$ cat src/dced_pkg.sv
package dced_pkg;

   // clock and timer
   localparam int unsigned CLK_PERIOD_NS   = 40;
   localparam int unsigned TICK_PERIOD_NS  = 4_900_000;
   localparam int unsigned TICK_CYCLES     = TICK_PERIOD_NS / CLK_PERIOD_NS;
   localparam int unsigned SLICE_COUNT     = 6;

   // register bus
   localparam int unsigned ADDR_W          = 8;
   localparam int unsigned DATA_W          = 32;
   localparam logic [7:0]  REG_CTRL        = 8'h00;
   localparam logic [7:0]  REG_TIMEOUT     = 8'h04;
   localparam logic [7:0]  REG_STATUS      = 8'h08;
   localparam logic [7:0]  REG_RESULT      = 8'h0C;

   // control register fields
   localparam int unsigned CTRL_INIT_BIT   = 0;
   localparam logic [7:0]  TIMEOUT_RST     = 8'h0A;

   // controller request codes
   localparam int unsigned CMD_W           = 3;
   localparam logic [2:0]  CMD_CYL_ZERO    = 3'h0;
   localparam logic [2:0]  CMD_OFFSET      = 3'h1;
   localparam logic [2:0]  CMD_DIAG_EXEC   = 3'h2;
   localparam logic [2:0]  CMD_OP_STAT     = 3'h3;
   localparam logic [2:0]  CMD_DIAG_STAT   = 3'h4;
   localparam int unsigned OPND_W          = 8;

   // dispatcher states, gray along idle-tick-io-servo-abort
   typedef enum logic [2:0] {
      ST_IDLE  = 3'h0,
      ST_TICK  = 3'h1,
      ST_IO    = 3'h3,
      ST_SERVO = 3'h2,
      ST_ABORT = 3'h6
   } dced_state_t;

   // request needs the servo processor
   function automatic logic needs_servo(input logic [2:0] cmd);
      needs_servo = (cmd == CMD_CYL_ZERO) || (cmd == CMD_OFFSET) || (cmd == CMD_DIAG_EXEC);
   endfunction : needs_servo

   // precondition check for one request
   function automatic logic cmd_allowed(input logic [2:0] cmd,
                                        input logic       ready,
                                        input logic       at_speed,
                                        input logic       srv_block);
      case (cmd)
         CMD_CYL_ZERO, CMD_OFFSET: cmd_allowed = ready && !srv_block;
         CMD_DIAG_EXEC:       cmd_allowed = at_speed && !srv_block;
         CMD_OP_STAT, CMD_DIAG_STAT: cmd_allowed = 1'b1;
         default:             cmd_allowed = 1'b0;
      endcase
   endfunction : cmd_allowed

endpackage : dced_pkg

$ cat src/dced_dispatcher.sv
`timescale 1ns/1ns
`default_nettype none
module dced_dispatcher #(
   parameter int unsigned TICK_CYCLES = dced_pkg::TICK_CYCLES
) (
   // clock and reset
   input  wire logic                        sys_clk,
   input  wire logic                        rst_n,
   // register port
   input  wire logic [dced_pkg::ADDR_W-1:0] reg_addr,
   input  wire logic [dced_pkg::DATA_W-1:0] reg_wdata,
   input  wire logic                        reg_wr,
   input  wire logic                        reg_rd,
   output logic      [dced_pkg::DATA_W-1:0] reg_rdata,
   // controller request pins
   input  wire logic                        ctl_req,
   input  wire logic [dced_pkg::CMD_W-1:0]  ctl_cmd,
   input  wire logic [dced_pkg::OPND_W-1:0] ctl_operand,
   // controller answer
   output logic                             ctl_done,
   output logic                             ctl_ok,
   output logic                             ctl_reject,
   output logic      [7:0]                  ctl_data,
   // servo processor link
   output logic                             srv_cmd_valid,
   output logic      [dced_pkg::CMD_W-1:0]  srv_cmd,
   output logic      [dced_pkg::OPND_W-1:0] srv_operand,
   output logic                             srv_abort,
   input  wire logic                        srv_stat_strobe,
   input  wire logic                        srv_stat_ok,
   // drive condition pins
   input  wire logic                        unit_ready,
   input  wire logic                        motor_at_speed,
   input  wire logic                        pwr_write_bad,
   input  wire logic                        pwr_servo_bad,
   // housekeeping slice pulses and inhibits
   output logic      [dced_pkg::SLICE_COUNT-1:0] hk_slice_go,
   output logic                             write_inhibit,
   output logic                             servo_inhibit
);

   localparam int SYNC_W = 18;          // width of synchronised pin bundle
   localparam int CNT_W  = 24;          // tick counter width
   localparam int SL_N   = dced_pkg::SLICE_COUNT;
   if (TICK_CYCLES < 2 || TICK_CYCLES > (1 << CNT_W)) begin : g_tick_range  // divider must fit
      $error("TICK_CYCLES out of range for the timer divider");
   end

   // pin synchroniser, two stages, plus one delay for edges
   logic [SYNC_W-1:0] pin_raw;          // bundled pins
   logic [SYNC_W-1:0] meta_r;           // first stage, read only by sync_r
   logic [SYNC_W-1:0] sync_r;           // second stage
   logic              req_d_r;          // delayed request for edge
   logic              sst_d_r;          // delayed servo strobe for edge
   assign pin_raw = {ctl_req, ctl_cmd, ctl_operand, srv_stat_strobe, srv_stat_ok,
                     unit_ready, motor_at_speed, pwr_write_bad, pwr_servo_bad};

   // synchroniser flops
   always_ff @(posedge sys_clk or negedge rst_n) begin
      if (!rst_n) begin
         meta_r  <= '0;
         sync_r  <= '0;
         req_d_r <= 1'b0;
         sst_d_r <= 1'b0;
      end else begin
         meta_r  <= pin_raw;
         sync_r  <= meta_r;
         req_d_r <= sync_r[17];
         sst_d_r <= sync_r[5];
      end
   end

   // decoded synchronised pins
   wire                         req_s      = sync_r[17];
   wire [dced_pkg::CMD_W-1:0]   cmd_s      = sync_r[16:14];
   wire [dced_pkg::OPND_W-1:0]  opnd_s     = sync_r[13:6];
   wire                         sst_s      = sync_r[5];
   wire                         sok_s      = sync_r[4];
   wire                         ready_s    = sync_r[3];
   wire                         speed_s    = sync_r[2];
   wire                         wbad_s     = sync_r[1];
   wire                         sbad_s     = sync_r[0];
   wire                         io_evt     = req_s && !req_d_r;
   wire                         srv_evt    = sst_s && !sst_d_r;

   // state and registers
   dced_pkg::dced_state_t state_r, state_nxt;
   logic              en_r;             // event sources enabled
   logic [7:0]        timeout_r;        // servo timeout in ticks
   logic [CNT_W-1:0]  tick_cnt_r;       // timer divider
   logic              tick_evt;         // timer event this cycle
   logic [2:0]        slice_r;          // next slice to run
   logic              srv_pend_r;       // servo event pending
   logic              tick_pend_r;      // timer event pending
   logic              io_pend_r;        // controller request pending
   logic              to_pend_r;        // timeout pending
   logic              busy_r;           // servo operation outstanding
   logic [7:0]        to_cnt_r;         // ticks spent on servo operation
   logic              sok_r;            // captured servo verdict
   logic [2:0]        qcmd_r;           // queued request code
   logic [7:0]        qopnd_r;          // queued operand
   logic              last_ok_r;        // last servo result good
   logic              last_to_r;        // last servo result timed out
   logic [31:0]       rdata_nxt;        // read mux

   // register decode
   wire wr_ctrl    = reg_wr && (reg_addr == dced_pkg::REG_CTRL);
   wire wr_timeout = reg_wr && (reg_addr == dced_pkg::REG_TIMEOUT);
   wire to_hit     = busy_r && tick_evt && ((to_cnt_r + 8'h01) >= timeout_r);
   wire accept     = dced_pkg::cmd_allowed(qcmd_r, ready_s, speed_s, servo_inhibit);
   wire go_servo   = accept && dced_pkg::needs_servo(qcmd_r);
   wire [7:0] op_status = {4'h0, servo_inhibit, write_inhibit, speed_s, ready_s};
   wire [7:0] dg_status = {last_to_r, last_ok_r, busy_r, 2'h0, qcmd_r};

   // timer divider
   assign tick_evt = en_r && (tick_cnt_r == CNT_W'(TICK_CYCLES - 1));
   always_ff @(posedge sys_clk or negedge rst_n) begin
      if (!rst_n)       tick_cnt_r <= '0;
      else if (tick_evt) tick_cnt_r <= '0;
      else if (en_r)    tick_cnt_r <= tick_cnt_r + 1'b1;
   end

   // software registers, init completion enables sources
   always_ff @(posedge sys_clk or negedge rst_n) begin
      if (!rst_n) begin
         en_r      <= 1'b0;
         timeout_r <= dced_pkg::TIMEOUT_RST;
      end else begin
         if (wr_ctrl && reg_wdata[dced_pkg::CTRL_INIT_BIT]) en_r <= 1'b1;
         if (wr_timeout) timeout_r <= reg_wdata[7:0];
      end
   end

   // pending flags, a new event wins over its clear
   always_ff @(posedge sys_clk or negedge rst_n) begin
      if (!rst_n) begin
         srv_pend_r  <= 1'b0;
         tick_pend_r <= 1'b0;
         io_pend_r   <= 1'b0;
         to_pend_r   <= 1'b0;
         sok_r       <= 1'b0;
         qcmd_r      <= '0;
         qopnd_r     <= '0;
      end else begin
         if (en_r && srv_evt) srv_pend_r <= 1'b1;
         else if (state_r == dced_pkg::ST_SERVO) srv_pend_r <= 1'b0;
         if (srv_evt) sok_r <= sok_s;
         if (tick_evt) tick_pend_r <= 1'b1;
         else if (state_r == dced_pkg::ST_TICK) tick_pend_r <= 1'b0;
         if (en_r && io_evt) io_pend_r <= 1'b1;
         else if (state_r == dced_pkg::ST_IO) io_pend_r <= 1'b0;
         if (to_hit) to_pend_r <= 1'b1;
         else if (state_r == dced_pkg::ST_ABORT) to_pend_r <= 1'b0;
         if (io_evt && (!io_pend_r || state_r == dced_pkg::ST_IO)) begin
            qcmd_r  <= cmd_s;
            qopnd_r <= opnd_s;
         end
      end
   end

   // arbitration and next state
   always_comb begin
      state_nxt = dced_pkg::ST_IDLE;
      unique case (state_r)
         dced_pkg::ST_IDLE: begin
            if (srv_pend_r)                  state_nxt = dced_pkg::ST_SERVO;
            else if (to_pend_r)              state_nxt = dced_pkg::ST_ABORT;
            else if (tick_pend_r)            state_nxt = dced_pkg::ST_TICK;
            else if (io_pend_r && !busy_r)   state_nxt = dced_pkg::ST_IO;
         end
         dced_pkg::ST_TICK, dced_pkg::ST_IO,
         dced_pkg::ST_SERVO, dced_pkg::ST_ABORT: state_nxt = dced_pkg::ST_IDLE;
         default: state_nxt = dced_pkg::ST_IDLE;           // illegal code recovery
      endcase
   end

   // state register
   always_ff @(posedge sys_clk or negedge rst_n) begin
      if (!rst_n) state_r <= dced_pkg::ST_IDLE;
      else        state_r <= state_nxt;
   end

   // housekeeping slice rotation
   always_ff @(posedge sys_clk or negedge rst_n) begin
      if (!rst_n) begin
         slice_r     <= '0;
         hk_slice_go <= '0;
      end else if (state_r == dced_pkg::ST_TICK) begin
         // slice 0 panel, 1 speed, 2 power, 3 servo, 4 diag, 5 display
         hk_slice_go <= SL_N'(1) << slice_r;
         slice_r     <= (slice_r == 3'(SL_N - 1)) ? 3'h0 : slice_r + 3'h1;
      end else begin
         hk_slice_go <= '0;
      end
   end

   // servo link and operation timer
   always_ff @(posedge sys_clk or negedge rst_n) begin
      if (!rst_n) begin
         busy_r        <= 1'b0;
         to_cnt_r      <= '0;
         srv_cmd_valid <= 1'b0;
         srv_cmd       <= '0;
         srv_operand   <= '0;
         srv_abort     <= 1'b0;
      end else begin
         srv_cmd_valid <= 1'b0;
         srv_abort     <= 1'b0;
         if (state_r == dced_pkg::ST_IO && go_servo) begin
            srv_cmd_valid <= 1'b1;
            srv_cmd       <= qcmd_r;
            srv_operand   <= qopnd_r;
            busy_r        <= 1'b1;
            to_cnt_r      <= '0;
         end else if (state_r == dced_pkg::ST_SERVO) begin
            busy_r <= 1'b0;
         end else if (state_r == dced_pkg::ST_ABORT && busy_r) begin
            srv_abort <= 1'b1;
            busy_r    <= 1'b0;
         end else if (busy_r && tick_evt) begin
            to_cnt_r <= to_cnt_r + 8'h01;
         end
      end
   end

   // controller answers
   always_ff @(posedge sys_clk or negedge rst_n) begin
      if (!rst_n) begin
         ctl_done   <= 1'b0;
         ctl_ok     <= 1'b0;
         ctl_reject <= 1'b0;
         ctl_data   <= '0;
         last_ok_r  <= 1'b0;
         last_to_r  <= 1'b0;
      end else begin
         ctl_done   <= 1'b0;
         ctl_reject <= 1'b0;
         if (state_r == dced_pkg::ST_IO) begin
            if (!accept) begin
               ctl_done   <= 1'b1;
               ctl_ok     <= 1'b0;
               ctl_reject <= 1'b1;
            end else if (qcmd_r == dced_pkg::CMD_OP_STAT) begin
               ctl_done <= 1'b1;
               ctl_ok   <= 1'b1;
               ctl_data <= op_status;
            end else if (qcmd_r == dced_pkg::CMD_DIAG_STAT) begin
               ctl_done <= 1'b1;
               ctl_ok   <= 1'b1;
               ctl_data <= dg_status;
            end
         end else if (state_r == dced_pkg::ST_SERVO && busy_r) begin
            ctl_done  <= 1'b1;
            ctl_ok    <= sok_r;
            last_ok_r <= sok_r;
            last_to_r <= 1'b0;
         end else if (state_r == dced_pkg::ST_ABORT && busy_r) begin
            ctl_done  <= 1'b1;
            ctl_ok    <= 1'b0;
            last_ok_r <= 1'b0;
            last_to_r <= 1'b1;
         end
      end
   end

   // supply monitor inhibits
   always_ff @(posedge sys_clk or negedge rst_n) begin
      if (!rst_n) begin
         write_inhibit <= 1'b1;
         servo_inhibit <= 1'b1;
      end else begin
         write_inhibit <= wbad_s;
         servo_inhibit <= sbad_s;
      end
   end

   // register read, data only in the cycle after the strobe
   always_comb begin
      rdata_nxt = '0;
      if (reg_rd) begin
         unique case (reg_addr)
            dced_pkg::REG_CTRL:    rdata_nxt = {31'h0, en_r};
            dced_pkg::REG_TIMEOUT: rdata_nxt = {24'h0, timeout_r};
            dced_pkg::REG_STATUS:  rdata_nxt = {16'h0, 1'b0, slice_r, to_pend_r, io_pend_r,
                                                tick_pend_r, srv_pend_r, busy_r,
                                                servo_inhibit, write_inhibit, 2'h0, state_r};
            dced_pkg::REG_RESULT:  rdata_nxt = {16'h0, last_to_r, last_ok_r, 3'h0, qcmd_r,
                                                to_cnt_r};
            default:               rdata_nxt = '0;
         endcase
      end
   end

   // read data flop
   always_ff @(posedge sys_clk or negedge rst_n) begin
      if (!rst_n) reg_rdata <= '0;
      else        reg_rdata <= rdata_nxt;
   end

   // helper: cycles since last timer event
   logic [CNT_W-1:0] gap_r;
   logic             gap_seen_r;
   always_ff @(posedge sys_clk or negedge rst_n) begin
      if (!rst_n) begin
         gap_r      <= '0;
         gap_seen_r <= 1'b0;
      end else if (tick_evt) begin
         gap_r      <= '0;
         gap_seen_r <= 1'b1;
      end else begin
         gap_r <= gap_r + 1'b1;
      end
   end
endmodule : dced_dispatcher
`default_nettype wire

$ cat config.mk
export PLATFORM = sky130hd
export DESIGN_NAME = dced_dispatcher
export DESIGN_NICKNAME = d
export VERILOG_FILES = /design/src/dced_pkg.sv /design/src/dced_dispatcher.sv
export SDC_FILE = /design/constraint.sdc
export NUM_CORES = 1
export LEC_CHECK = 0
export ABC_AREA = 1
export BUFFER_PORTS_ARGS = -buffer_cell sky130_fd_sc_hd__buf_2
export CORE_MARGIN = 1.5
export CORE_UTILIZATION = 50
export DETAILED_ROUTE_END_ITERATION = 6
export PLACE_DENSITY = 0.75
export SYNTH_ARGS = -nofsm -noshare
export SYNTH_HDL_FRONTEND = slang
export SYNTH_SLANG_ARGS = --single-unit
export TNS_END_PERCENT = 20
$ cat constraint.sdc
create_clock -name sys_clk -period 1.8 [get_ports sys_clk]
set_clock_uncertainty 0.05 [all_clocks]
set_input_delay 0.09 -clock sys_clk [delete_from_list [all_inputs] [get_ports sys_clk]]
set_output_delay 0.09 -clock sys_clk [all_outputs]
set_load 0.03 [all_outputs]
Yosys cells after proc, flatten, opt, wreduce, memory -nomap -nowiden. Cells that the tools add are included. Widths: inputs -> output; s select.

Add/sub/neg operators: 3. Order comparisons: 1. Equal/unequal tests: 16. Shifts and indexed selects: 1. Mux-type cells: 47. Bitwise gates (word level): 1. Reduce and logical (&&, ||, !) cells: 45.

Operators by type and width (count): $pmux 16 s4 (1); $mux 24 (2); $mux 8 (6); $mux 1 (29); $add 24x1->24 const B (1); $eq 24x17->1 const B (1); $logic_and 1x1->1 (18); $eq 8x4->1 const B (2); $mux 16 (1); $reduce_bool 2->1 (8); $eq 3x2->1 const B (4); $mux 3 (4); $eq 3x3->1 const B (3); $add 8x1->8 const B (1); $eq 8x3->1 const B (1); $ge 8x8->1 (1); $logic_not 8->1 (1); $eq 3x1->1 const B (2); $logic_not 3->1 (2); $mux 6 (1); $reduce_and 3->1 (2); $reduce_bool 3->1 (2); $shl 1x3->6 const A (1); $logic_not 1->1 (5); 9 further kinds (15).

Register bits after elaboration: 168. Input bits: 62.

Longest topological paths before layout. Gate-level depths: netlist (run 1).

Depth after elaboration: 7. Gate-level depth with buffers: 14. Depth with buffers taken out: 14.

Worst setup path after synthesis (run 1). No wires, ideal clock.

Path kind: register to register. Start point: register to_cnt_r[0]. End point: register to_pend_r. Arrival time: 1.671 ns. Setup slack: 0.014 ns. Cell stages (with the launch flop): 14. Buffers on the path: 0. Clock period less this slack: 1.786 ns. Path through: dfrtp_1 ha_1 nand3_1 nor2_1 nand3_1 nand2_1 inv_1 ha_1 nand2_1 nor2_1 nand4_1 nand3_1 nand3_1 nand2_1.

Cells in the longest elaborated chain, start to end: 4.

RTL lines: start, declared (RTL line dced_dispatcher.sv:98) `logic [7:0] to_cnt_r;`; start signal, assigned (RTL line dced_dispatcher.sv:221) `to_cnt_r <= to_cnt_r + 8'h01;`; $add 8x1->8 * (RTL line dced_dispatcher.sv:109) `wire to_hit = busy_r && tick_evt && ((to_cnt_r + 8'h01) >= timeout_r);`; $ge 8x8->1 * (RTL line dced_dispatcher.sv:109); $logic_and 1x1->1 * (RTL line dced_dispatcher.sv:109); $mux 1 / $reduce_bool 2->1 (equally long branches); end signal, assigned (RTL line dced_dispatcher.sv:140) `to_pend_r <= 1'b0;`; end signal, assigned (RTL line dced_dispatcher.sv:152) `if (to_hit) to_pend_r <= 1'b1;`; end signal, assigned (RTL line dced_dispatcher.sv:153) `else if (state_r == dced_pkg::ST_ABORT) to_pend_r <= 1'b0;`; end, declared (RTL line dced_dispatcher.sv:96) `logic to_pend_r;`.

Every way passes the cells marked *; elsewhere a longest branch is shown, timed or not. A chain may end at the register's enable or synchronous reset.

Worst setup path after layout (run 1).
Start point: register to_cnt_r[2]. End point: register to_pend_r.

Same word-level chain as after synthesis.

==> results_tabular.tex, run 1 <==
\begin{tabular}{lr}
\hline
Metric & Value \\
\hline
\multicolumn{2}{l}{\textbf{Floorplanning}} \\
\quad Area enclosed by the die boundary & 14,400 µm² \\
\quad Die width & 120 µm \\
\quad Initial standard-cell utilization of the core & 51.3\% \\
\quad Placeable core region & 13,300 µm² \\
\quad Site row count & 42 \\
\quad Boundary Pins & 126 \\
\quad Die boundary height & $\sim$120 µm \\
\multicolumn{2}{l}{\textbf{Detailed routing}} \\
\quad 1st-pass router iterations & 4 \\
\quad DRC violations left & 0 \\
\quad Starting DRT DRC Count & 303 \\
\quad Routed wire per std cell & 13.0 µm \\
\quad Count of antenna-violating nets left after detailed routing & 0 \\
\quad Total wire length & 14,300 µm \\
\quad Number of vias per cell after detailed routing & 4.83 \\
\quad Total via count after detailed routing & 5,301 \\
\multicolumn{2}{l}{\textbf{Synthesis}} \\
\quad Top-count cell post-synth & sky130\_fd\_sc\_hd\_\_nand2\_1 \\
\quad Cells taking the most area after synthesis & sky130\_fd\_sc\_hd\_\_dfrtp\_1, sky130\_fd\_sc\_hd\_\_nand2\_1, sky130\_fd\_sc\_hd\_\_inv\_1 \\
\quad Post-synth top area cell & sky130\_fd\_sc\_hd\_\_dfrtp\_1 \\
\quad Predominant post-synthesis flop cell & sky130\_fd\_sc\_hd\_\_dfrtp\_1 \\
\quad Post-synthesis async set-or-reset flop share & 100\% \\
\quad Synth top cells by count & sky130\_fd\_sc\_hd\_\_nand2\_1, sky130\_fd\_sc\_hd\_\_dfrtp\_1, sky130\_fd\_sc\_hd\_\_inv\_1, sky130\_fd\_sc\_hd\_\_nor2\_1, sky130\_fd\_sc\_hd\_\_nand3\_1 \\
\quad Post-synth EDFFs & 0 \\
\quad Number of warning messages in the yosys log & 0 \\
\quad Mean area per synthesized cell & between 8 and 9 µm² \\
\quad Share of the synthesized area in the top cell type & between 50\% and 60\% \\
\quad Total of flip-flops plus latches after synthesis & between 150 and 200 \\
\quad Post-synthesis sequential area ratio & between 50\% and 60\% \\
\quad Post-synthesis instance total & 760 \\
\quad Area of the mapped netlist & 6820 µm² \\
\quad Unique cell type count in the Yosys netlist & 38 \\
\multicolumn{2}{l}{\textbf{Place}} \\
\quad Half-perimeter wire length after placement & 10,200 µm \\
\quad Final Wtd Congestion & 0.921 \\
\quad Post-Place Cells & 1,038 \\
\quad Worst setup slack before clock tree synthesis & -0.116 ns \\
\quad Port bufs & between 80 and 90 \\
\multicolumn{2}{l}{\textbf{Cells and area}} \\
\quad Number of filler instances in the final layout & 1,084 \\
\quad Post-route insts no fill & approximately 1,100 \\
\quad Share of post-route cells with drive strength above 1 & about 22\% \\
\quad Antenna diode count & 0 \\
\quad Relative area change from synthesis to final layout & 24.4\% \\
\quad Number of nets in the layout & 984 \\
\multicolumn{2}{l}{\textbf{Clock tree}} \\
\quad Root cell of the clock tree & sky130\_fd\_sc\_hd\_\_clkbuf\_16 \\
\quad Total CTS buffers & 17 \\
\quad Worst-path clk slew & 0.06 ns \\
\quad Clk Latency, worst-skew pair & 0.42 ns \\
\quad \# clock sinks & 151 \\
\quad CTS H-tree lvls & 4 \\
\quad Number of buffers between clock root and the deepest sink & 2 \\
\quad Clock tree from TritonCTS & built \\
\multicolumn{2}{l}{\textbf{Power}} \\
\quad Clock group share of total power & a little under two fifths \\
\quad Portion of total power attributed to sequential cells & 43.8\% \\
\quad Power Internal & 6650 µW \\
\quad Net switching power & 2800 µW \\
\quad Fraction of power spent switching nets & 29.6\% \\
\quad Logic gate share of total power & 18.5\% \\
\quad Power density over the cells & 1110 nW/µm² \\
\quad Leakage power figure & between 0.004 and 0.005 µW \\
\quad Peak VDD IR & 0.000649 V \\
\quad Sum of internal, switching and leakage power & 9440 µW \\
\multicolumn{2}{l}{\textbf{Worst setup path}} \\
\quad Worst endpoint required time & between 2 and 2.5 ns \\
\quad Sum of buffers and inverters on the critical path & 1 \\
\quad Cell class contributing the biggest share of worst-path delay & simple AND/OR/NAND/NOR gates \\
\quad Critical path's most frequent cell & sky130\_fd\_sc\_hd\_\_nand3\_1 \\
\quad Data arrival time of the critical path & approximately 2.1 ns \\
\quad Highest-delay cell along the critical path & sky130\_fd\_sc\_hd\_\_dfrtp\_1 \\
\quad Reg-to-Reg Start & to\_cnt\_r[2]\$\_DFFE\_PN0P\_ \\
\quad Delay contributed by the slowest stage of the critical path & 0.39 ns \\
\quad Crit Path Class & reg -> reg \\
\quad Kind of start point of the critical path & flip-flop \\
\quad Worst reg2reg endpoint & to\_pend\_r\$\_DFFE\_PN0P\_ \\
\quad Worst Reg2Reg Path Length in Cells & 11 \\
\quad Series of cell instances along the critical path & nand3\_1 > nor2\_1 > nand3\_1 > nand2\_1 > inv\_1 > ha\_1 > a21oi\_1 > o21a\_1 > nand3\_1 > nand3\_1 > nand2\_1 \\
\quad Max FO, Critical Path & 3 \\
\quad Register-to-register setup slack & -0.05 ns \\
\quad Setup crit end kind & flip-flop \\
\multicolumn{2}{l}{\textbf{Global route}} \\
\quad Via count of the first global-routing pass & 5,083 \\
\quad Antenna violations before repair & 0 \\
\quad Total overflow reported by the global router & 0 \\
\quad Pin count of the biggest net entering global routing & 41 \\
\quad First-pass GRT wire length & 23,800 µm \\
\quad Total routing usage reported by global routing & between 20\% and 30\% \\
\multicolumn{2}{l}{\textbf{Timing}} \\
\quad Max frequency & 0.539 GHz \\
\quad Final min period & 1.85 ns \\
\quad RSZ-0062 raised after global routing & yes \\
\quad Worst Setup Slack, final & -0.0541 ns \\
\quad Final count of pins violating max slew & 0 \\
\quad Endpoints failing setup & 1 \\
\quad Post-route fraction of the period consumed by the critical path & 103\% \\
\quad Worst hold slack after final layout & 0.0756 ns \\
\quad Count of endpoints failing hold in the final timing report & 0 \\
\quad Setup TNS & -0.0541 ns \\
\multicolumn{2}{l}{\textbf{Job}} \\
\quad Count of maximum capacitance violations & 0 \\
\multicolumn{2}{l}{\textbf{Run status}} \\
\quad Status & finished, violations left \\
\quad Violated checks & setup timing \\
\multicolumn{2}{l}{\textbf{Worst hold path}} \\
\quad Path class of the lowest-slack min-delay path & in -> async \\
\hline
\end{tabular}
[cell families (layout without fill, tap and decap cells)]
logic type	Yosys count	in the layout	synth area share, %
AND/OR/NAND/NOR	368	368	24.7
flip-flops	151	151	55.5
adder cells (fa/ha/maj)	11	11	2.02
buffers and inverters	137	283	8.91
multiplexers	9	9	1.82
AO/OA/AOI/OAI	73	73	5.76
XOR/XNOR	10	10	1.28
other	1	17	0.0550
[cell usage in the layout, fill, tap and decap left out, types with 3 or more instances in the layout]
| cell type | count |
|---|---|
| sky130_fd_sc_hd__nand4_1 | 9 |
| sky130_fd_sc_hd__nor2_4 | 8 |
| sky130_fd_sc_hd__dfstp_2 | 4 |
| sky130_fd_sc_hd__o21bai_1 | 3 |
| sky130_fd_sc_hd__nor3_1 | 16 |
| sky130_fd_sc_hd__nor2_2 | 5 |
| sky130_fd_sc_hd__dfrtp_1 | 147 |
| sky130_fd_sc_hd__inv_1 | 94 |
| sky130_fd_sc_hd__nand3_2 | 3 |
| sky130_fd_sc_hd__xor2_1 | 10 |
| sky130_fd_sc_hd__buf_2 | 83 |
| sky130_fd_sc_hd__nand2_1 | 171 |
| sky130_fd_sc_hd__o31ai_1 | 3 |
| sky130_fd_sc_hd__nand2_2 | 7 |
| sky130_fd_sc_hd__conb_1 | 17 |
| sky130_fd_sc_hd__nand3_1 | 57 |
| sky130_fd_sc_hd__nor3_2 | 4 |
| sky130_fd_sc_hd__dlygate4sd3_1 | 29 |
| sky130_fd_sc_hd__inv_2 | 15 |
| sky130_fd_sc_hd__mux2_2 | 3 |
| sky130_fd_sc_hd__o21ai_0 | 32 |
| sky130_fd_sc_hd__mux2_4 | 6 |
| sky130_fd_sc_hd__clkbuf_16 | 17 |
| sky130_fd_sc_hd__a21oi_1 | 22 |
| sky130_fd_sc_hd__buf_4 | 29 |
| sky130_fd_sc_hd__nor2_1 | 79 |
| sky130_fd_sc_hd__bufinv_16 | 3 |
| sky130_fd_sc_hd__ha_1 | 10 |
| sky130_fd_sc_hd__o21ai_1 | 9 |
[cell type report]
type	instances	area, µm²	area share [%]
flip-flops and latches	151	3780	44.6
inverters	109	409	4.82
clock buffers	19	443	5.22
repair buffers	144	975	11.5
well taps	176	220	2.59
clock inverters	11	150	1.77
multi-input cells	488	2510	29.6
[routing by layer]
layer | global-route usage (%) | vias up | part of all wire [%]
met3 | 4.85 | 25 | 3.5
met1 | 27.9 | 2481 | 47
met2 | 34.5 | 119 | 47
met5 | 0 | - | 0
li1 | - | 2676 | -
met4 | 7.59 | 0 | 2.0
[registers in the layout, summed over array words and instances, names as in the netlist, 3 cells and up]
name / flops
slice_r: 3
ctl_data: 7
sync_r: 18
to_cnt_r: 8
state_r: 3
qopnd_r: 8
qcmd_r: 3
timeout_r: 8
meta_r: 18
srv_operand: 8
srv_cmd: 3
hk_slice_go: 6
reg_rdata: 16
tick_cnt_r: 24
[worst max-delay path by stage]
stage,depth (start not counted),end,slack [ns],from
final,11,to_pend_r$_DFFE_PN0P_,-0.05,to_cnt_r[2]$_DFFE_PN0P_
after global routing,11,to_pend_r$_DFFE_PN0P_,-0.19,to_cnt_r[0]$_DFFE_PN0P_
after CTS,11,to_pend_r$_DFFE_PN0P_,-0.05,to_cnt_r[2]$_DFFE_PN0P_
after detailed placement,13,to_pend_r$_DFFE_PN0P_,-0.12,to_cnt_r[0]$_DFFE_PN0P_
after global placement,13,to_pend_r$_DFFE_PN0P_,-0.06,to_cnt_r[0]$_DFFE_PN0P_
after floorplan,13,to_pend_r$_DFFE_PN0P_,0.01,to_cnt_r[0]$_DFFE_PN0P_
[power groups by stage]
| stage | clock [µW] | sequential, µW | combinational, µW |
|---|---|---|---|
| CTS | 3610 | 4140 | 1740 |
| global placement | 0 | 4170 | 1640 |
| floorplan | 0 | 4440 | 905 |
| detailed placement | 0 | 4190 | 1670 |
| finish | 3550 | 4140 | 1750 |
| global route | 3780 | 4190 | 1910 |
[timing repair]
| item | in CTS | in global routing |
|---|---|---|
| endpoints found under the setup margin | 1 | 9 |
| buffers inserted | 1 | 0 |
| endpoints found under the hold margin | 183 | 0 |
| resized for setup | 3 | 1 |
| hold buffers | 29 | 0 |
| pin swaps | 4 | 0 |
[stage by stage]
stage                     utilization, %  cell area, µm²
after floorplan                        -            6880
after global placement              57.0            7580
after detailed placement            57.0            7580
after CTS                           63.8            8480
after global routing                63.9            8490
final                               63.9            8490
No activity file was read; power rests on OpenSTA's default activity.
==> inputs of run 2 (changes only) <==
--- a/config.mk
+++ b/config.mk
@@ -5,12 +5,11 @@
 export SDC_FILE = /design/constraint.sdc
 export NUM_CORES = 1
 export LEC_CHECK = 0
-export ABC_AREA = 1
 export BUFFER_PORTS_ARGS = -buffer_cell sky130_fd_sc_hd__buf_2
 export CORE_MARGIN = 1.5
-export CORE_UTILIZATION = 50
+export CORE_UTILIZATION = 49
 export DETAILED_ROUTE_END_ITERATION = 6
-export PLACE_DENSITY = 0.75
+export PLACE_DENSITY = 0.74
 export SYNTH_ARGS = -nofsm -noshare
 export SYNTH_HDL_FRONTEND = slang
 export SYNTH_SLANG_ARGS = --single-unit
==> results_tabular.tex, run 2 <==
\begin{tabular}{lr}
\hline
Metric & Value \\
\hline
\multicolumn{2}{l}{\textbf{Run status}} \\
\quad Status & finished, violations left \\
\quad Violated checks & setup timing \\
\multicolumn{2}{l}{\textbf{Power}} \\
\quad Net switching power & 2550 µW \\
\quad Logic gate share of total power & 16.5\% \\
\quad Power Internal & 6650 µW \\
\quad Clock group share of total power & 40.4\% \\
\quad Fraction of power spent switching nets & 27.7\% \\
\quad Portion of total power attributed to sequential cells & a little over two fifths \\
\quad Leakage power figure & 0.00414 µW \\
\quad Power density over the cells & 1110 nW/µm² \\
\quad Peak VDD IR & 0.00105 V \\
\multicolumn{2}{l}{\textbf{Worst setup path}} \\
\quad Setup crit end kind & flip-flop \\
\quad Max FO, Critical Path & 8 \\
\quad Highest-delay cell along the critical path & sky130\_fd\_sc\_hd\_\_or4b\_1 \\
\quad Delay contributed by the slowest stage of the critical path & between 0.5 and 0.6 ns \\
\quad Crit Path Class & reg -> reg \\
\quad Worst endpoint required time & 2.06 ns \\
\quad Series of cell instances along the critical path & or4b\_1 > or3\_4 > buf\_12 > buf\_4 > nor3\_4 > xnor2\_1 > nor2\_1 \\
\quad Crit path depth & 7 \\
\quad Worst Reg2Reg Path Length in Cells & 7 \\
\quad Kind of start point of the critical path & flip-flop \\
\quad Sum of buffers and inverters on the critical path & 2 \\
\quad Cell class contributing the biggest share of worst-path delay & simple AND/OR/NAND/NOR gates \\
\quad Data arrival time of the critical path & 2.31 ns \\
\multicolumn{2}{l}{\textbf{Timing}} \\
\quad Post-route fraction of the period consumed by the critical path & 114\% \\
\quad Worst Setup Slack, final & -0.251 ns \\
\quad Setup TNS & -2.06 ns \\
\quad Final count of pins violating max slew & 0 \\
\quad Endpoints failing setup & 21 \\
\quad Count of endpoints failing hold in the final timing report & 0 \\
\quad Worst hold slack after final layout & 0.0667 ns \\
\quad Final min period & 2.05 ns \\
\quad Max frequency & 0.488 GHz \\
\quad RSZ-0062 raised after global routing & yes \\
\multicolumn{2}{l}{\textbf{Cells and area}} \\
\quad Number of nets in the layout & 763 \\
\quad Number of filler instances in the final layout & 844 \\
\quad Final Core Density & 68.0\% \\
\quad Largest register FFs & 24 \\
\quad Register ranked first by flip-flop count & tick\_cnt\_r \\
\quad Antenna diode count & 0 \\
\quad Seq. cell area & 3780 µm² \\
\quad Top library cells by usage in the layout, fill and taps aside & sky130\_fd\_sc\_hd\_\_dfrtp\_1, sky130\_fd\_sc\_hd\_\_buf\_2, sky130\_fd\_sc\_hd\_\_buf\_4 \\
\quad Most common cell after layout, fill and taps aside & sky130\_fd\_sc\_hd\_\_dfrtp\_1 \\
\quad Area of the multi-input gates & between 2000 and 2500 µm² \\
\quad Regs by FF count & tick\_cnt\_r: 24 flops, meta\_r: 18 flops, sync\_r: 18 flops \\
\quad Share of post-route cells with drive strength above 1 & 33.9\% \\
\quad Design area & 8270 µm² \\
\quad Relative area change from synthesis to final layout & 33.4\% \\
\multicolumn{2}{l}{\textbf{Synthesis}} \\
\quad Post-synth EDFFs & 0 \\
\quad Mean area per synthesized cell & 12.3 µm² \\
\quad Number of warning messages in the yosys log & 0 \\
\quad Unique cell type count in the Yosys netlist & 56 \\
\quad Predominant post-synthesis flop cell & sky130\_fd\_sc\_hd\_\_dfrtp\_1 \\
\quad Post-synth top area cell & sky130\_fd\_sc\_hd\_\_dfrtp\_1 \\
\quad Synth top cells by count & sky130\_fd\_sc\_hd\_\_dfrtp\_1, sky130\_fd\_sc\_hd\_\_nor2\_1, sky130\_fd\_sc\_hd\_\_nand2\_1, sky130\_fd\_sc\_hd\_\_mux2\_2, sky130\_fd\_sc\_hd\_\_xnor2\_1 \\
\quad Cells taking the most area after synthesis & sky130\_fd\_sc\_hd\_\_dfrtp\_1, sky130\_fd\_sc\_hd\_\_mux2\_2, sky130\_fd\_sc\_hd\_\_xnor2\_1 \\
\quad Share of the synthesized area in the top cell type & between 50 and 60\% \\
\quad Post-synthesis async set-or-reset flop share & 100\% \\
\quad Top-count cell post-synth & sky130\_fd\_sc\_hd\_\_dfrtp\_1 \\
\quad Area of the mapped netlist & 6200 µm² \\
\quad Total of flip-flops plus latches after synthesis & 151 \\
\quad Post-synthesis instance total & 506 \\
\quad Post-synthesis sequential area ratio & 61.0\% \\
\multicolumn{2}{l}{\textbf{Detailed routing}} \\
\quad Total via count after detailed routing & $\sim$4,500 \\
\quad Total wire length & 13,500 µm \\
\quad Starting DRT DRC Count & 244 \\
\quad Routed wire per std cell & around 15 µm \\
\quad DRC violations left & 0 \\
\quad 1st-pass router iterations & 5 \\
\quad Number of vias per cell after detailed routing & around 5 \\
\quad Count of antenna-violating nets left after detailed routing & 0 \\
\multicolumn{2}{l}{\textbf{Job}} \\
\quad Count of maximum capacitance violations & 0 \\
\multicolumn{2}{l}{\textbf{Floorplanning}} \\
\quad Placeable core region & 12,200 µm² \\
\quad Boundary Pins & 126 \\
\quad Initial standard-cell utilization of the core & roughly 51\% \\
\quad Area enclosed by the die boundary & 13,300 µm² \\
\quad Die width & 115 µm \\
\quad Die boundary height & 115 µm \\
\quad Site row count & 40 \\
\multicolumn{2}{l}{\textbf{Place}} \\
\quad Placed cell area & 7280 µm² \\
\quad Port bufs & 84 \\
\quad Final Wtd Congestion & 0.820 \\
\quad Half-perimeter wire length after placement & about 8700 µm \\
\multicolumn{2}{l}{\textbf{Clock tree}} \\
\quad Number of buffers between clock root and the deepest sink & 2 \\
\quad \# clock sinks & 151 \\
\quad CTS H-tree lvls & 4 \\
\quad Worst-path clk slew & 0.06 ns \\
\quad Total CTS buffers & 17 \\
\quad Clock tree from TritonCTS & built \\
\quad Clk Latency, worst-skew pair & 0.42 ns \\
\quad Root cell of the clock tree & sky130\_fd\_sc\_hd\_\_clkbuf\_16 \\
\multicolumn{2}{l}{\textbf{Global route}} \\
\quad Total routing usage reported by global routing & 21.2\% \\
\quad Total overflow reported by the global router & 0 \\
\quad Pin count of the biggest net entering global routing & 58 \\
\quad First-pass GRT wire length & 21,500 µm \\
\quad Via count of the first global-routing pass & 4,462 \\
\quad Antenna violations before repair & 0 \\
\multicolumn{2}{l}{\textbf{Worst hold path}} \\
\quad Hold Crit Depth & 3 \\
\quad Path class of the lowest-slack min-delay path & in -> reg \\
\hline
\end{tabular}
==> run 2: final timing paths <==
check	from	endpoint	slack [ns]
max	tick_cnt_r[8]$_DFFE_PN0P_	to_cnt_r[3]$_DFFE_PN0P_	-0.25
max in group asynchronous	rst_n	write_inhibit$_DFF_PN1_	0.97
min	reg_addr[3]	reg_rdata[3]$_DFF_PN0_	0.07
min reg2reg	meta_r[9]$_DFF_PN0_	sync_r[9]$_DFF_PN0_	0.29
max reg2reg	tick_cnt_r[8]$_DFFE_PN0P_	to_cnt_r[3]$_DFFE_PN0P_	-0.25
min in group asynchronous	rst_n	reg_rdata[2]$_DFF_PN0_	0.10
==> run 2: logic make-up (layout without fill, tap and decap cells) <==
logic type	after synthesis	count (layout)	share of synthesized area (%)
xor gates and xnor gates	34	34	4.80
muxes	40	40	7.28
and+or+nand+nor	169	169	15.1
other	1	17	0.0605
DFF	151	151	61.0
AOI/OAI and AO/OA	52	52	5.25
buffers and inverters	48	228	4.26
adders and majority gates	11	11	2.22
==> run 2: what timing repair did <==
item / in CTS / in global routing
hold buffers: 29 / 0
setup buffers: 3 / 3
pin swaps: 5 / 5
cloned: 0 / 0
gates resized for setup: 4 / 6
setup endpoints to repair: 21 / 30
endpoints found under the hold margin: 181 / 0
==> run 2: final cells by class <==
cell class                 count  area share (%)
multi-input combinational    323            27.6
sequential                   151            45.8
timing repair buffer         181            15.9
clock buffer                  20            5.52
inverter                      16           0.726
clock inverter                11            1.92
tap                          168            2.54
==> run 2: through the flow <==
| step | std cells | total power, µW | setup WS, ns |
|---|---|---|---|
| final | 870 | 9200 | -0.251 |
| after global routing | 870 | 9590 | -0.289 |
| after CTS | 867 | 9260 | -0.220 |
| after detailed placement | 804 | 5460 | -0.237 |
| after global placement | 804 | 5400 | -0.207 |
| after floorplan | 522 | 4900 | -0.198 |
==> run 2: power by group through the flow <==
stage | combinational (µW) | clock (µW) | sequential, µW
after floorplan | 767 | 0 | 4130
after detailed placement | 1440 | 0 | 4020
after global routing | 1650 | 3920 | 4020
after CTS | 1510 | 3780 | 3970
final | 1520 | 3710 | 3970
after global placement | 1400 | 0 | 4000
==> run 2: worst min-delay path, delay by kind of cell <==
family,cells,cell delay [ns]
buffers and inverters,1,0.18
and+or+nand+nor,1,0.08
muxes,1,0.14
==> run 2: layer usage <==
layer / global-route usage, % / up-vias / share of wire [%]
li1: - / 2093 / -
met1: 27.7 / 2261 / 43
met2: 35.2 / 115 / 51
met3: 5.23 / 15 / 4.6
met4: 6.91 / 0 / 1.3
met5: 0 / - / 0
==> inputs of run 3 (changes only) <==
--- a/config.mk
+++ b/config.mk
@@ -7,9 +7,10 @@
 export LEC_CHECK = 0
 export BUFFER_PORTS_ARGS = -buffer_cell sky130_fd_sc_hd__buf_2
 export CORE_MARGIN = 1.5
-export CORE_UTILIZATION = 49
+export CORE_UTILIZATION = 50
+export CTS_BUF_LIST = sky130_fd_sc_hd__clkbuf_8
 export DETAILED_ROUTE_END_ITERATION = 6
-export PLACE_DENSITY = 0.74
+export PLACE_DENSITY = 0.73
 export SYNTH_ARGS = -nofsm -noshare
 export SYNTH_HDL_FRONTEND = slang
 export SYNTH_SLANG_ARGS = --single-unit
==> constraint.sdc (replaced) <==
create_clock -name sys_clk -period 2.1 [get_ports sys_clk]
set_clock_uncertainty 0.05 [all_clocks]
set_input_delay 0.105 -clock sys_clk [delete_from_list [all_inputs] [get_ports sys_clk]]
set_output_delay 0.105 -clock sys_clk [all_outputs]
set_load 0.03 [all_outputs]
==> results_tabular.tex, run 3 (synthesis results as in run 2) <==
\begin{tabular}{lr}
\hline
Metric & Value \\
\hline
\multicolumn{2}{l}{\textbf{Cells and area}} \\
\quad Relative area change from synthesis to final layout & 25.7\% \\
\quad Seq. cell area & 3780 µm² \\
\quad Share of post-route cells with drive strength above 1 & 31.4\% \\
\quad Largest register FFs & 24 \\
\quad Top library cells by usage in the layout, fill and taps aside & sky130\_fd\_sc\_hd\_\_dfrtp\_1, sky130\_fd\_sc\_hd\_\_buf\_2, sky130\_fd\_sc\_hd\_\_nor2\_1 \\
\quad Number of filler instances in the final layout & 924 \\
\quad Final Core Density & 64.6\% \\
\quad Register ranked first by flip-flop count & tick\_cnt\_r \\
\quad Number of nets in the layout & 732 \\
\quad Most common cell after layout, fill and taps aside & sky130\_fd\_sc\_hd\_\_dfrtp\_1 \\
\quad Area of the multi-input gates & 2290 µm² \\
\quad Antenna diode count & 0 \\
\quad Regs by FF count & tick\_cnt\_r: 24 flops, meta\_r: 18 flops, sync\_r: 18 flops \\
\multicolumn{2}{l}{\textbf{Run status}} \\
\quad Violated checks & setup timing \\
\quad Status & finished, violations left \\
\multicolumn{2}{l}{\textbf{Global route}} \\
\quad Global-route met2 utilization & 34.4\% \\
\quad Total overflow reported by the global router & 0 \\
\quad Antenna violations before repair & 0 \\
\quad Met3 track utilization from global routing & 4.13\% \\
\quad Pin count of the biggest net entering global routing & 67 \\
\quad First-pass GRT wire length & 21,200 µm \\
\quad Total routing usage reported by global routing & 21.2\% \\
\quad Met1 usage in global routing & 28.1\% \\
\quad Busiest metal layer after global routing & met2 \\
\quad Via count of the first global-routing pass & about 4,400 \\
\multicolumn{2}{l}{\textbf{Detailed routing}} \\
\quad Total wire length & 12,800 µm \\
\quad Starting DRT DRC Count & 218 \\
\quad Total via count after detailed routing & between 4,000 and 5,000 \\
\quad Number of vias per cell after detailed routing & 5.09 \\
\quad Routed wire per std cell & between 15 and 20 µm \\
\quad Count of antenna-violating nets left after detailed routing & 0 \\
\quad 1st-pass router iterations & 5 \\
\quad DRC violations left & 0 \\
\multicolumn{2}{l}{\textbf{Worst setup path}} \\
\quad Reg-to-Reg Start & tick\_cnt\_r[8]\$\_DFFE\_PN0P\_ \\
\quad Critical path launch point & tick\_cnt\_r[8]\$\_DFFE\_PN0P\_ \\
\quad Data arrival time of the critical path & 2.39 ns \\
\quad Max FO, Critical Path & 9 \\
\quad Worst Reg2Reg Path Length in Cells & 6 \\
\quad Setup crit end kind & flip-flop \\
\quad Worst endpoint required time & 2.37 ns \\
\quad Kind of start point of the critical path & flip-flop \\
\quad Register-to-register setup slack & -0.02 ns \\
\quad Termination of the worst setup path & to\_cnt\_r[5]\$\_DFFE\_PN0P\_ \\
\quad Crit Path Class & reg -> reg \\
\quad Worst reg2reg endpoint & to\_cnt\_r[5]\$\_DFFE\_PN0P\_ \\
\multicolumn{2}{l}{\textbf{Floorplanning}} \\
\quad Area enclosed by the die boundary & 13,100 µm² \\
\quad Site row count & 40 \\
\quad Die width & 114 µm \\
\quad Initial standard-cell utilization of the core & 51.4\% \\
\quad Boundary Pins & 126 \\
\quad Placeable core region & roughly 12,000 µm² \\
\quad Die boundary height & 114 µm \\
\multicolumn{2}{l}{\textbf{Timing}} \\
\quad RSZ-0062 raised after global routing & yes \\
\quad Worst Setup Slack, final & -0.0195 ns \\
\quad Endpoints failing setup & 1 \\
\quad Post-route fraction of the period consumed by the critical path & 101\% \\
\quad Measured slew at the worst slew-check pin & 0.631 ns \\
\quad Final count of pins violating max slew & 0 \\
\quad Count of endpoints failing hold in the final timing report & 0 \\
\quad Worst slew slack as a fraction of its limit & 57.9\% \\
\quad Final min period & around 2.1 ns \\
\quad Max frequency & 0.472 GHz \\
\multicolumn{2}{l}{\textbf{Place}} \\
\quad Worst setup slack before clock tree synthesis & -0.00495 ns \\
\quad Final Wtd Congestion & between 0.8 and 0.9 \\
\quad Half-perimeter wire length after placement & 8760 µm \\
\quad Port bufs & 84 \\
\multicolumn{2}{l}{\textbf{Power}} \\
\quad Sum of internal, switching and leakage power & $\sim$6800 µW \\
\quad Peak VDD IR & 0.000417 V \\
\quad Leakage power figure & 0.00387 µW \\
\quad Power density over the cells & slightly below 900 nW/µm² \\
\multicolumn{2}{l}{\textbf{Clock tree}} \\
\quad Number of buffers between clock root and the deepest sink & 2 \\
\quad Worst-path clk slew & 0.09 ns \\
\quad Clock tree from TritonCTS & built \\
\quad Total CTS buffers & 17 \\
\quad CTS H-tree lvls & 4 \\
\quad Root cell of the clock tree & sky130\_fd\_sc\_hd\_\_clkbuf\_8 \\
\quad Clk Latency, worst-skew pair & 0.44 ns \\
\quad \# clock sinks & approximately 150 \\
\multicolumn{2}{l}{\textbf{Job}} \\
\quad Count of maximum capacitance violations & 0 \\
\multicolumn{2}{l}{\textbf{Worst hold path}} \\
\quad Path class of the lowest-slack min-delay path & in -> reg \\
\quad Hold Crit Depth & 3 \\
\hline
\end{tabular}
run 3: layout make-up:
cell class              instances  area share [%]
clock buffers                  18            3.18
well taps                     168            2.70
flip-flops and latches        151            48.6
clock inverters                14            1.96
multi-input cells             323            29.3
inverters                      16           0.771
repair buffers                150            13.5
run 3: metal layers:
metal	routed length, µm	part of all wire, %	vias up
li1	-	-	2033
met3	527	4.1	19
met5	0	0	-
met2	6340	50	134
met4	227	1.8	0
met1	5690	44	2091
run 3: stage by stage:
step / instance area (µm²) / hold WS [ns] / cells / TNS, ns
global placement: 6970 / 0.0869 / 774 / 0
finish: 7790 / 0.0489 / 840 / -0.0195
CTS: 7700 / 0.0218 / 836 / -0.0170
detailed placement: 6970 / 0.0930 / 774 / -0.00495
floorplan: 6260 / -0.241 / 522 / 0
global route: 7790 / 0.0530 / 840 / -0.470
run 3: worst max-delay path, cell delays in order (launching register included):
cell	delay [ns]
sky130_fd_sc_hd__dfrtp_1	0.38
sky130_fd_sc_hd__or4b_4	0.54
sky130_fd_sc_hd__or3_4	0.36
sky130_fd_sc_hd__buf_12	0.16
sky130_fd_sc_hd__nor4_4	0.27
sky130_fd_sc_hd__xnor2_1	0.17
sky130_fd_sc_hd__nor2_1	0.07
run 3: how the worst min path moves through the flow:
stage | from | slack, ns | to
global placement | rst_n | 0.09 | tick_cnt_r[20]$_DFFE_PN0P_
global route | reg_addr[3] | 0.05 | reg_rdata[4]$_DFF_PN0_
detailed placement | rst_n | 0.09 | tick_cnt_r[18]$_DFFE_PN0P_
CTS | reg_addr[3] | 0.02 | reg_rdata[3]$_DFF_PN0_
floorplan | rst_n | -0.24 | busy_r$_DFFE_PN0P_
finish | reg_addr[3] | 0.05 | reg_rdata[4]$_DFF_PN0_
run 3: power breakdown:
| group | switching (µW) | leakage (µW) | internal, µW | total (µW) |
|---|---|---|---|---|
| combinational | 661 | 0.00170 | 473 | 1130 |
| sequential | 253 | 0.00196 | 3190 | 3440 |
| clock | 1180 | 0.000202 | 1020 | 2200 |
run 3: timing repair:
item | 4_1_cts | 5_1_grt
hold buffers | 30 | 0
hold endpoints to repair | 98 | 0
buffers inserted | 0 | 4
setup endpoints to repair | 6 | 20
resized for setup | 4 | 13
pin swaps | 0 | 8
